File: config.mk
export PLATFORM = sky130hd
export DESIGN_NAME = tsq_top
export DESIGN_NICKNAME = d
export VERILOG_FILES = /design/src/logic/tsq_pkg.sv /design/src/logic/tsq_wd_if.sv /design/src/logic/tsq_wdog.sv /design/src/logic/tsq_top.sv
export SDC_FILE = /design/constraint.sdc
export NUM_CORES = 1
export LEC_CHECK = 0
export BUFFER_PORTS_ARGS = -buffer_cell sky130_fd_sc_hd__buf_2
export CAP_MARGIN = 0
export CORE_MARGIN = 5
export CORE_UTILIZATION = 45
export CTS_BUF_LIST = sky130_fd_sc_hd__clkbuf_8
export CTS_CLUSTER_DIAMETER = 80
export CTS_CLUSTER_SIZE = 40
export DETAILED_ROUTE_END_ITERATION = 7
export GPL_TIMING_DRIVEN = 0
export HOLD_SLACK_MARGIN = 0.15
export PLACE_DENSITY = 0.71
export SLEW_MARGIN = 20
export SYNTH_ARGS = -nofsm -noshare
export SYNTH_HDL_FRONTEND = slang
export SYNTH_HIERARCHICAL = 1
export SYNTH_SLANG_ARGS = --single-unit
File: constraint.sdc
create_clock -name pclk -period 3.97 [get_ports pclk]
set_input_delay 0 -clock pclk [delete_from_list [all_inputs] [get_ports pclk]]
set_output_delay 0 -clock pclk [all_outputs]
set_load 0.02 [all_outputs]
File: src/logic/tsq_pkg.sv
// Constants shared by the trigger sequencer clock and timing configuration
//
// Overview of operation
// (RULE1) Top three bits select clock; 110/111 reserved
// (RULE2) Source clock divided by prescaler value plus one
// (RULE3) Trigger pulse lasts width field plus one
// (RULE4) Width field zero gives one-cycle pulse
// (RULE5) Watchdog code 111 times out after 512
// (RULE6) Codes 110 and 101 give 256, 128
// (RULE7) Watchdog code 001 times out after 8
// (RULE8) Watchdog code 000 disables the watchdog
// (RULE9) Step restarts watchdog; timeout sets clearable flag
// (RULE10) Fields reset to zero; bit 3 reads zero
package tsq_pkg;

    ////////////////////////////////////////////////////////////////////////
    // Register map (byte addresses)
    localparam logic [11:0] ADDR_CTRL = 12'h000;
    localparam logic [11:0] ADDR_STATUS = 12'h004;

    ////////////////////////////////////////////////////////////////////////
    // Control register layout
    localparam int SRC_LSB = 13;
    localparam int SRC_W = 3;
    localparam int DIV_LSB = 8;
    localparam int DIV_W = 5;
    localparam int PWD_LSB = 4;
    localparam int PWD_W = 4;
    localparam int WDS_LSB = 0;
    localparam int WDS_W = 3;
    localparam int CTRL_W = 16;
    localparam logic [15:0] CTRL_RESET = 16'h0000;
    // Bit 3 is unimplemented and never stored
    localparam logic [15:0] CTRL_WMASK = 16'hFFF7;

    ////////////////////////////////////////////////////////////////////////
    // Status register layout
    localparam int STS_ERR_BIT = 0;
    localparam int STS_TRIG_BIT = 1;
    localparam int STS_PEND_BIT = 2;

    ////////////////////////////////////////////////////////////////////////
    // Clock source codes
    localparam int NUM_SRC = 6;
    localparam logic [2:0] SRC_RSVD_LO = 3'h6;

    ////////////////////////////////////////////////////////////////////////
    // Watchdog codes and counts
    localparam logic [2:0] WDS_OFF = 3'h0;
    localparam int WD_CNT_W = 10;
    localparam logic [9:0] WD_BASE = 10'h008;

    // Timeout length in sequencer clocks for a watchdog select code
    function automatic logic [9:0] wd_limit(input logic [2:0] code);
        logic [9:0] lim;
        lim = 10'h000;
        if (code != WDS_OFF)
        begin
            lim = WD_BASE << (code - 3'h1);
        end
        return lim;
    endfunction : wd_limit

endpackage : tsq_pkg

File: src/logic/tsq_wd_if.sv
// Interface between the configuration top and the sequencer watchdog
interface tsq_wd_if;
    logic seq_tick;       // One pulse per divided sequencer clock
    logic step_adv;       // Sequencer moved to a new step
    logic [2:0] sel;      // Watchdog select field
    logic timeout;        // One-cycle timeout pulse

    modport ctrl (output seq_tick, output step_adv, output sel,
                  input timeout);
    modport wdog (input seq_tick, input step_adv, input sel,
                  output timeout);
endinterface : tsq_wd_if

File: src/logic/tsq_wdog.sv
// Sequencer watchdog counting divided sequencer clocks
module tsq_wdog
(
    // Clock and reset
    input wire logic pclk,
    input wire logic presetn,
    // Link to the configuration top
    tsq_wd_if.wdog wd
);

    ////////////////////////////////////////////////////////////////////////
    // Counter state
    logic [tsq_pkg::WD_CNT_W-1:0] cnt_reg;   // Sequencer clocks so far
    logic timeout_reg;                       // Registered timeout pulse
    logic [tsq_pkg::WD_CNT_W-1:0] limit;     // Active timeout length

    assign limit = tsq_pkg::wd_limit(wd.sel); // [RULE5] [RULE6] [RULE7]
    assign wd.timeout = timeout_reg;

    ////////////////////////////////////////////////////////////////////////
    // Count sequencer clocks; a step or a disabled select restarts at zero
    always_ff @(posedge pclk or negedge presetn)
    begin
        if (!presetn)
        begin
            cnt_reg <= '0;
        end
        else if (wd.step_adv || wd.sel == tsq_pkg::WDS_OFF)
        begin
            // Step advance wins over a tick in the same cycle
            cnt_reg <= '0; // [RULE9] [RULE8]
        end
        else if (wd.seq_tick)
        begin
            if (cnt_reg + 10'h001 >= limit)
            begin
                cnt_reg <= '0;
            end
            else
            begin
                cnt_reg <= cnt_reg + 10'h001;
            end
        end
    end

    ////////////////////////////////////////////////////////////////////////
    // Timeout pulses one cycle after the tick that completes the count
    always_ff @(posedge pclk or negedge presetn)
    begin
        if (!presetn)
        begin
            timeout_reg <= 1'b0;
        end
        else
        begin
            timeout_reg <= wd.seq_tick && !wd.step_adv &&
                           wd.sel != tsq_pkg::WDS_OFF &&
                           (cnt_reg + 10'h001 >= limit); // [RULE5] [RULE8]
        end
    end

endmodule : tsq_wdog

File: src/logic/tsq_top.sv
// Trigger sequencer clock, pulse width and watchdog configuration top
module tsq_top
(
    // Clock and reset
    input wire logic pclk,
    input wire logic presetn,
    // APB slave
    input wire logic [11:0] paddr,
    input wire logic psel,
    input wire logic penable,
    input wire logic pwrite,
    input wire logic [31:0] pwdata,
    input wire logic [3:0] pstrb,
    output logic [31:0] prdata,
    output logic pready,
    output logic pslverr,
    // Candidate source clock enables, same pclk domain
    input wire logic [5:0] src_tick,
    // Sequencer side
    input wire logic step_adv,
    input wire logic trig_req,
    output logic seq_tick,
    output logic trig_out,
    output logic wdt_timeout,
    output logic wdt_error
);

    ////////////////////////////////////////////////////////////////////////
    // Declarations
    logic [15:0] ctrl_reg;                  // Control register
    logic err_reg;                          // Sticky watchdog error
    logic [31:0] prdata_reg;                // Registered read data
    logic [4:0] div_cnt_reg;                // Prescaler count
    logic seq_tick_reg;                     // Divided clock pulse
    logic trig_reg;                         // Trigger output level
    logic pend_reg;                         // Trigger waiting for a tick
    logic [3:0] pw_cnt_reg;                 // Remaining pulse ticks
    logic [2:0] src_sel;                    // Clock source field
    logic [4:0] div_val;                    // Prescaler field
    logic [3:0] pwd_val;                    // Pulse width field
    logic [2:0] wds_val;                    // Watchdog select field
    logic src_hit;                          // Selected source ticked
    logic setup_ph;                         // APB setup cycle
    logic wr_ctrl;                          // Write to control register
    logic wr_sts;                           // Write to status register
    logic mapped;                           // Address is decoded

    tsq_wd_if wd_if ();

    ////////////////////////////////////////////////////////////////////////
    // Field extraction
    assign src_sel = ctrl_reg[tsq_pkg::SRC_LSB +: tsq_pkg::SRC_W];
    assign div_val = ctrl_reg[tsq_pkg::DIV_LSB +: tsq_pkg::DIV_W];
    assign pwd_val = ctrl_reg[tsq_pkg::PWD_LSB +: tsq_pkg::PWD_W];
    assign wds_val = ctrl_reg[tsq_pkg::WDS_LSB +: tsq_pkg::WDS_W];

    ////////////////////////////////////////////////////////////////////////
    // APB decode; zero wait states, so pready is always high
    assign setup_ph = psel && !penable;
    assign mapped = (paddr == tsq_pkg::ADDR_CTRL) ||
                    (paddr == tsq_pkg::ADDR_STATUS);
    assign wr_ctrl = psel && penable && pwrite &&
                     paddr == tsq_pkg::ADDR_CTRL;
    assign wr_sts = psel && penable && pwrite &&
                    paddr == tsq_pkg::ADDR_STATUS;
    assign pready = 1'b1;
    assign pslverr = psel && penable && !mapped;
    assign prdata = prdata_reg;

    ////////////////////////////////////////////////////////////////////////
    // Control register with byte strobes; bit 3 never stored
    always_ff @(posedge pclk or negedge presetn)
    begin
        if (!presetn)
        begin
            ctrl_reg <= tsq_pkg::CTRL_RESET; // [RULE10]
        end
        else if (wr_ctrl)
        begin
            if (pstrb[0])
            begin
                ctrl_reg[7:0] <= pwdata[7:0] &
                                 tsq_pkg::CTRL_WMASK[7:0]; // [RULE10]
            end
            if (pstrb[1])
            begin
                // Reserved source codes are stored as written;
                // software must avoid them
                ctrl_reg[15:8] <= pwdata[15:8] &
                                  tsq_pkg::CTRL_WMASK[15:8]; // [RULE1]
            end
        end
    end

    ////////////////////////////////////////////////////////////////////////
    // Sticky error flag, write one to clear; a new timeout wins
    always_ff @(posedge pclk or negedge presetn)
    begin
        if (!presetn)
        begin
            err_reg <= 1'b0;
        end
        else if (wd_if.timeout)
        begin
            err_reg <= 1'b1; // [RULE9]
        end
        else if (wr_sts && pstrb[0] && pwdata[tsq_pkg::STS_ERR_BIT])
        begin
            err_reg <= 1'b0; // [RULE9]
        end
    end

    ////////////////////////////////////////////////////////////////////////
    // Read data captured in the setup cycle, presented in access
    always_ff @(posedge pclk or negedge presetn)
    begin
        if (!presetn)
        begin
            prdata_reg <= 32'h0000_0000;
        end
        else if (setup_ph && !pwrite)
        begin
            prdata_reg <= 32'h0000_0000;
            if (paddr == tsq_pkg::ADDR_CTRL)
            begin
                // Bit 3 is masked so it always reads zero
                prdata_reg[15:0] <= ctrl_reg &
                                    tsq_pkg::CTRL_WMASK; // [RULE10]
            end
            else if (paddr == tsq_pkg::ADDR_STATUS)
            begin
                prdata_reg[tsq_pkg::STS_ERR_BIT] <= err_reg;
                prdata_reg[tsq_pkg::STS_TRIG_BIT] <= trig_reg;
                prdata_reg[tsq_pkg::STS_PEND_BIT] <= pend_reg;
            end
        end
    end

    ////////////////////////////////////////////////////////////////////////
    // Source selection; reserved codes pick no source at all, which
    // freezes the sequencer clock rather than running on a guess
    always_comb
    begin
        src_hit = 1'b0;
        if (src_sel < tsq_pkg::SRC_RSVD_LO)
        begin
            src_hit = src_tick[src_sel]; // [RULE1]
        end
    end

    ////////////////////////////////////////////////////////////////////////
    // Prescaler: one output pulse every div_val+1 source ticks
    always_ff @(posedge pclk or negedge presetn)
    begin
        if (!presetn)
        begin
            div_cnt_reg <= 5'h00;
            seq_tick_reg <= 1'b0;
        end
        else
        begin
            seq_tick_reg <= 1'b0;
            if (src_hit)
            begin
                if (div_cnt_reg >= div_val)
                begin
                    div_cnt_reg <= 5'h00;
                    seq_tick_reg <= 1'b1; // [RULE2]
                end
                else
                begin
                    div_cnt_reg <= div_cnt_reg + 5'h01; // [RULE2]
                end
            end
        end
    end

    assign seq_tick = seq_tick_reg;

    ////////////////////////////////////////////////////////////////////////
    // Trigger pulse: a request waits for the next sequencer tick so the
    // pulse spans whole sequencer cycles, then holds pwd_val+1 of them
    always_ff @(posedge pclk or negedge presetn)
    begin
        if (!presetn)
        begin
            pend_reg <= 1'b0;
            trig_reg <= 1'b0;
            pw_cnt_reg <= 4'h0;
        end
        else
        begin
            if (seq_tick_reg && (pend_reg || trig_req))
            begin
                // Restart: a new request retriggers a running pulse
                pend_reg <= 1'b0;
                trig_reg <= 1'b1;
                pw_cnt_reg <= pwd_val; // [RULE3]
            end
            else
            begin
                if (trig_req)
                begin
                    pend_reg <= 1'b1;
                end
                if (seq_tick_reg && trig_reg)
                begin
                    if (pw_cnt_reg == 4'h0)
                    begin
                        trig_reg <= 1'b0; // [RULE4]
                    end
                    else
                    begin
                        pw_cnt_reg <= pw_cnt_reg - 4'h1; // [RULE3]
                    end
                end
            end
        end
    end

    assign trig_out = trig_reg;

    ////////////////////////////////////////////////////////////////////////
    // Watchdog hookup
    assign wd_if.seq_tick = seq_tick_reg;
    assign wd_if.step_adv = step_adv; // [RULE9]
    assign wd_if.sel = wds_val;
    assign wdt_timeout = wd_if.timeout;
    assign wdt_error = err_reg;

    tsq_wdog u_wdog
    (
        .pclk(pclk),
        .presetn(presetn),
        .wd(wd_if.wdog)
    );

endmodule : tsq_top

==> flow_summary.toml <==
[sta]
worst_pin_slew_ns = 1.04
min_period_ns = 2.49
finClkSkew_ns = 0.0124
min_period_over_period_pct = 62.6
rsz0062_at_grt = "false"
hold_viol_final = 0
slew_headroom_pct = 30.0
fmax_mhz = 402
setup_violations = 0
setup_tns_ns = 0
fin_ws_ns = 1.48
finalMaxSlewViolations = 0

[setup_path]
worstPathMaxFanout = 10
critical_path_arrival_ns = 2.73
crit_chain = "nand3_1 -> nor4_1 -> xor2_1 -> ha_1 -> a21oi_1 -> o21ai_1 -> nor3_4 -> a22o_1"
worstSetupPathType = "reg -> reg"
critPathLaunchType = "flop"
cp_slowest_cell = "dfrtp_1"
required_ns = 4.22
cp_slowest_stage_delay_ns = 0.44
end_kind = "flop"

[logic_synthesis]
synth.distinct_cells = 45
syn_area_um2 = 2940
syn_inst = 263
seq_area_frac_synth_pct = 46.0
synth-main-ff-cell = "dfrtp_1"
synth_edf_count = 0
ys_ff_latch = 54
synthArstFlopShare_pct = 100
yosysWarnings = 6
avgSynthCellArea_um2 = 11.2

[clock_tree]
cts_sinks = 54
cts_root_buf = "clkbuf_8"
cts_made_buffers = 5
hold_buffers = 25
clk_pin_slew_ns = 0.11
clock_path_buffers = 2
cts_resized = 0
clock_latency_ns = 0.31
postCtsSetupRepairBufs = 0
cts_tree = "built"
htreeDepth = 2

[routing]
ant_nets = 0
wl_um = 6720
remaining_drc_errors = 0
drtPass1Iterations = 4
routed_via_density = 5.20
detail_route.wl_per_cell_um = 14.9
vias = 2342
dr.first_iter.drc_count = 87

[placed_design]
dp_hpwl_um = 4880
routabilityCongestion = 0.841
dp_slack_ns = 1.51
numPortBuffers = 61

[layout]
syn2layout_area_growth_pct = 27.6
diodes = 0
finalNetCount = 449
drive_above_1_share_pct = 28.7
final_common_cell = "buf_2"
layout_common_cells = "60 x buf_2, 54 x dfrtp_1, 25 x dlygate4sd3_1"
final_core_util_pct = 59.1

[floorplanning]
core.rowCount = 29
dieWidth_um = 90.8
initial_utilization_pct = 46.3
die_h_um = 90.8
ioPinCount = 99
die_area_um2 = 8250
core_um2 = 6350

[pwr]
power_mw = 1.10
cellLeakagePower_nw = 1.92
ir_drop_mv = 0.227
p_per_area_nw_per_um2 = 293

[hold_path]
hold_class = "in -> reg"

[global_routing]
antenna_found_initial = 0
grt_pass1_vias = 2469
grt_max_degree = 55
grt_util_all_layers_pct = 17.4
grt_pass1_wl_um = 11800
grt_overflow_total = 0

[outcome]
status = "completed"

[job]
drv_cap = 0
cells in the mapped netlist (2+ instances only):
cell      number  area share [%]
a21oi_1       10             1.7
a22o_1        22             6.6
a22oi_1        2            0.51
buf_4         19             4.9
conb_1         2            0.26
dfrtp_1       54              46
ha_1          16             6.8
inv_1         13             1.7
mux2_1        13             5.0
mux2_2         5             1.9
mux2i_1        5             1.7
nand2_1       17             2.2
nand3_1       11             1.9
nand3b_1       3            0.77
nand4_1        5             1.1
nor2_1        16             2.0
nor2_4         2            0.77
nor2b_1        3            0.64
nor3_1         3            0.51
nor4_1         2            0.43
nor4_4         2             1.4
o21ai_0        2            0.34
o21ai_1        2            0.34
o31ai_1        6             1.5
or3b_2         2            0.60
xnor2_1        5             1.5
xor2_1         3            0.89
layer usage:
| metal | share of wire [%] | global-route usage [%] | vias to the layer above | wire (um) |
|---|---|---|---|---|
| li1 | - | - | 1139 | - |
| met1 | 43 | 22.7 | 1122 | 2910 |
| met2 | 48 | 27.7 | 75 | 3230 |
| met3 | 7.7 | 5.58 | 6 | 516 |
| met4 | 0.94 | 4.77 | 0 | 63 |
| met5 | 0 | 0 | - | 0 |
through the flow:
| step | cells | area (um^2) | hold WS (ns) |
|---|---|---|---|
| 6_report | 450 | 3750 | 0.204 |
| 5_1_grt | 450 | 3750 | 0.215 |
| 4_1_cts | 450 | 3750 | 0.193 |
| 3_5_place_dp | 417 | 3400 | 0.0994 |
| 3_3_place_gp | 417 | 3400 | 0.215 |
| 2_1_floorplan | 279 | 3000 | -0.296 |
power by group:
group / total (mW) / internal (mW) / switching (mW)
Combinational: 0.180 / 0.0858 / 0.0943
Clock: 0.331 / 0.132 / 0.199
Sequential: 0.586 / 0.568 / 0.0185
final timing paths:
kind	from	endpoint	slack (ns)	cells past startpoint
worst max-delay path	u_wdog/cnt_reg[2]	u_wdog/cnt_reg[2]	1.48	8
worst min-delay path	src_tick[3]	div_cnt_reg[1]	0.20	5
worst max register to register	u_wdog/cnt_reg[2]	u_wdog/cnt_reg[2]	1.48	8
worst min register to register	prdata[0]	prdata[0]	0.49	2
max in group asynchronous	presetn	pw_cnt_reg[3]	3.26	2
min in group asynchronous	presetn	ctrl_reg[2]	0.25	2
cell type report:
cell class	count	area, um^2
flip-flops and latches	54	1350
inverters	13	48.8
plain buffers	20	146
clock inverters	3	28.8
clock buffers	5	68.8
well taps	77	96.3
multi-input cells	192	1450
repair buffers	86	558
fillers	546	2600
kinds of logic (layout without fill, tap and decap cells):
family          Yosys count  count (layout)  synth area share, %
compound gates           50              50                 13.1
xor+xnor                  8               8                 2.38
fa+ha+maj                16              16                 6.81
buf+inv                  33             127                 6.64
flops                    54              54                 46.0
mux                      24              24                 9.37
other cells               2              18                0.256
simple gates             76              76                 15.5
critical path: cells and delay by family, from the launching register on:
kind	cells	cell delay [ns]
adders and majority gates	1	0.29
and+or+nand+nor	3	0.94
AOI/OAI and AO/OA	3	0.51
DFF	1	0.44
xor gates and xnor gates	1	0.23
No activity file was read; power rests on OpenSTA's default activity.
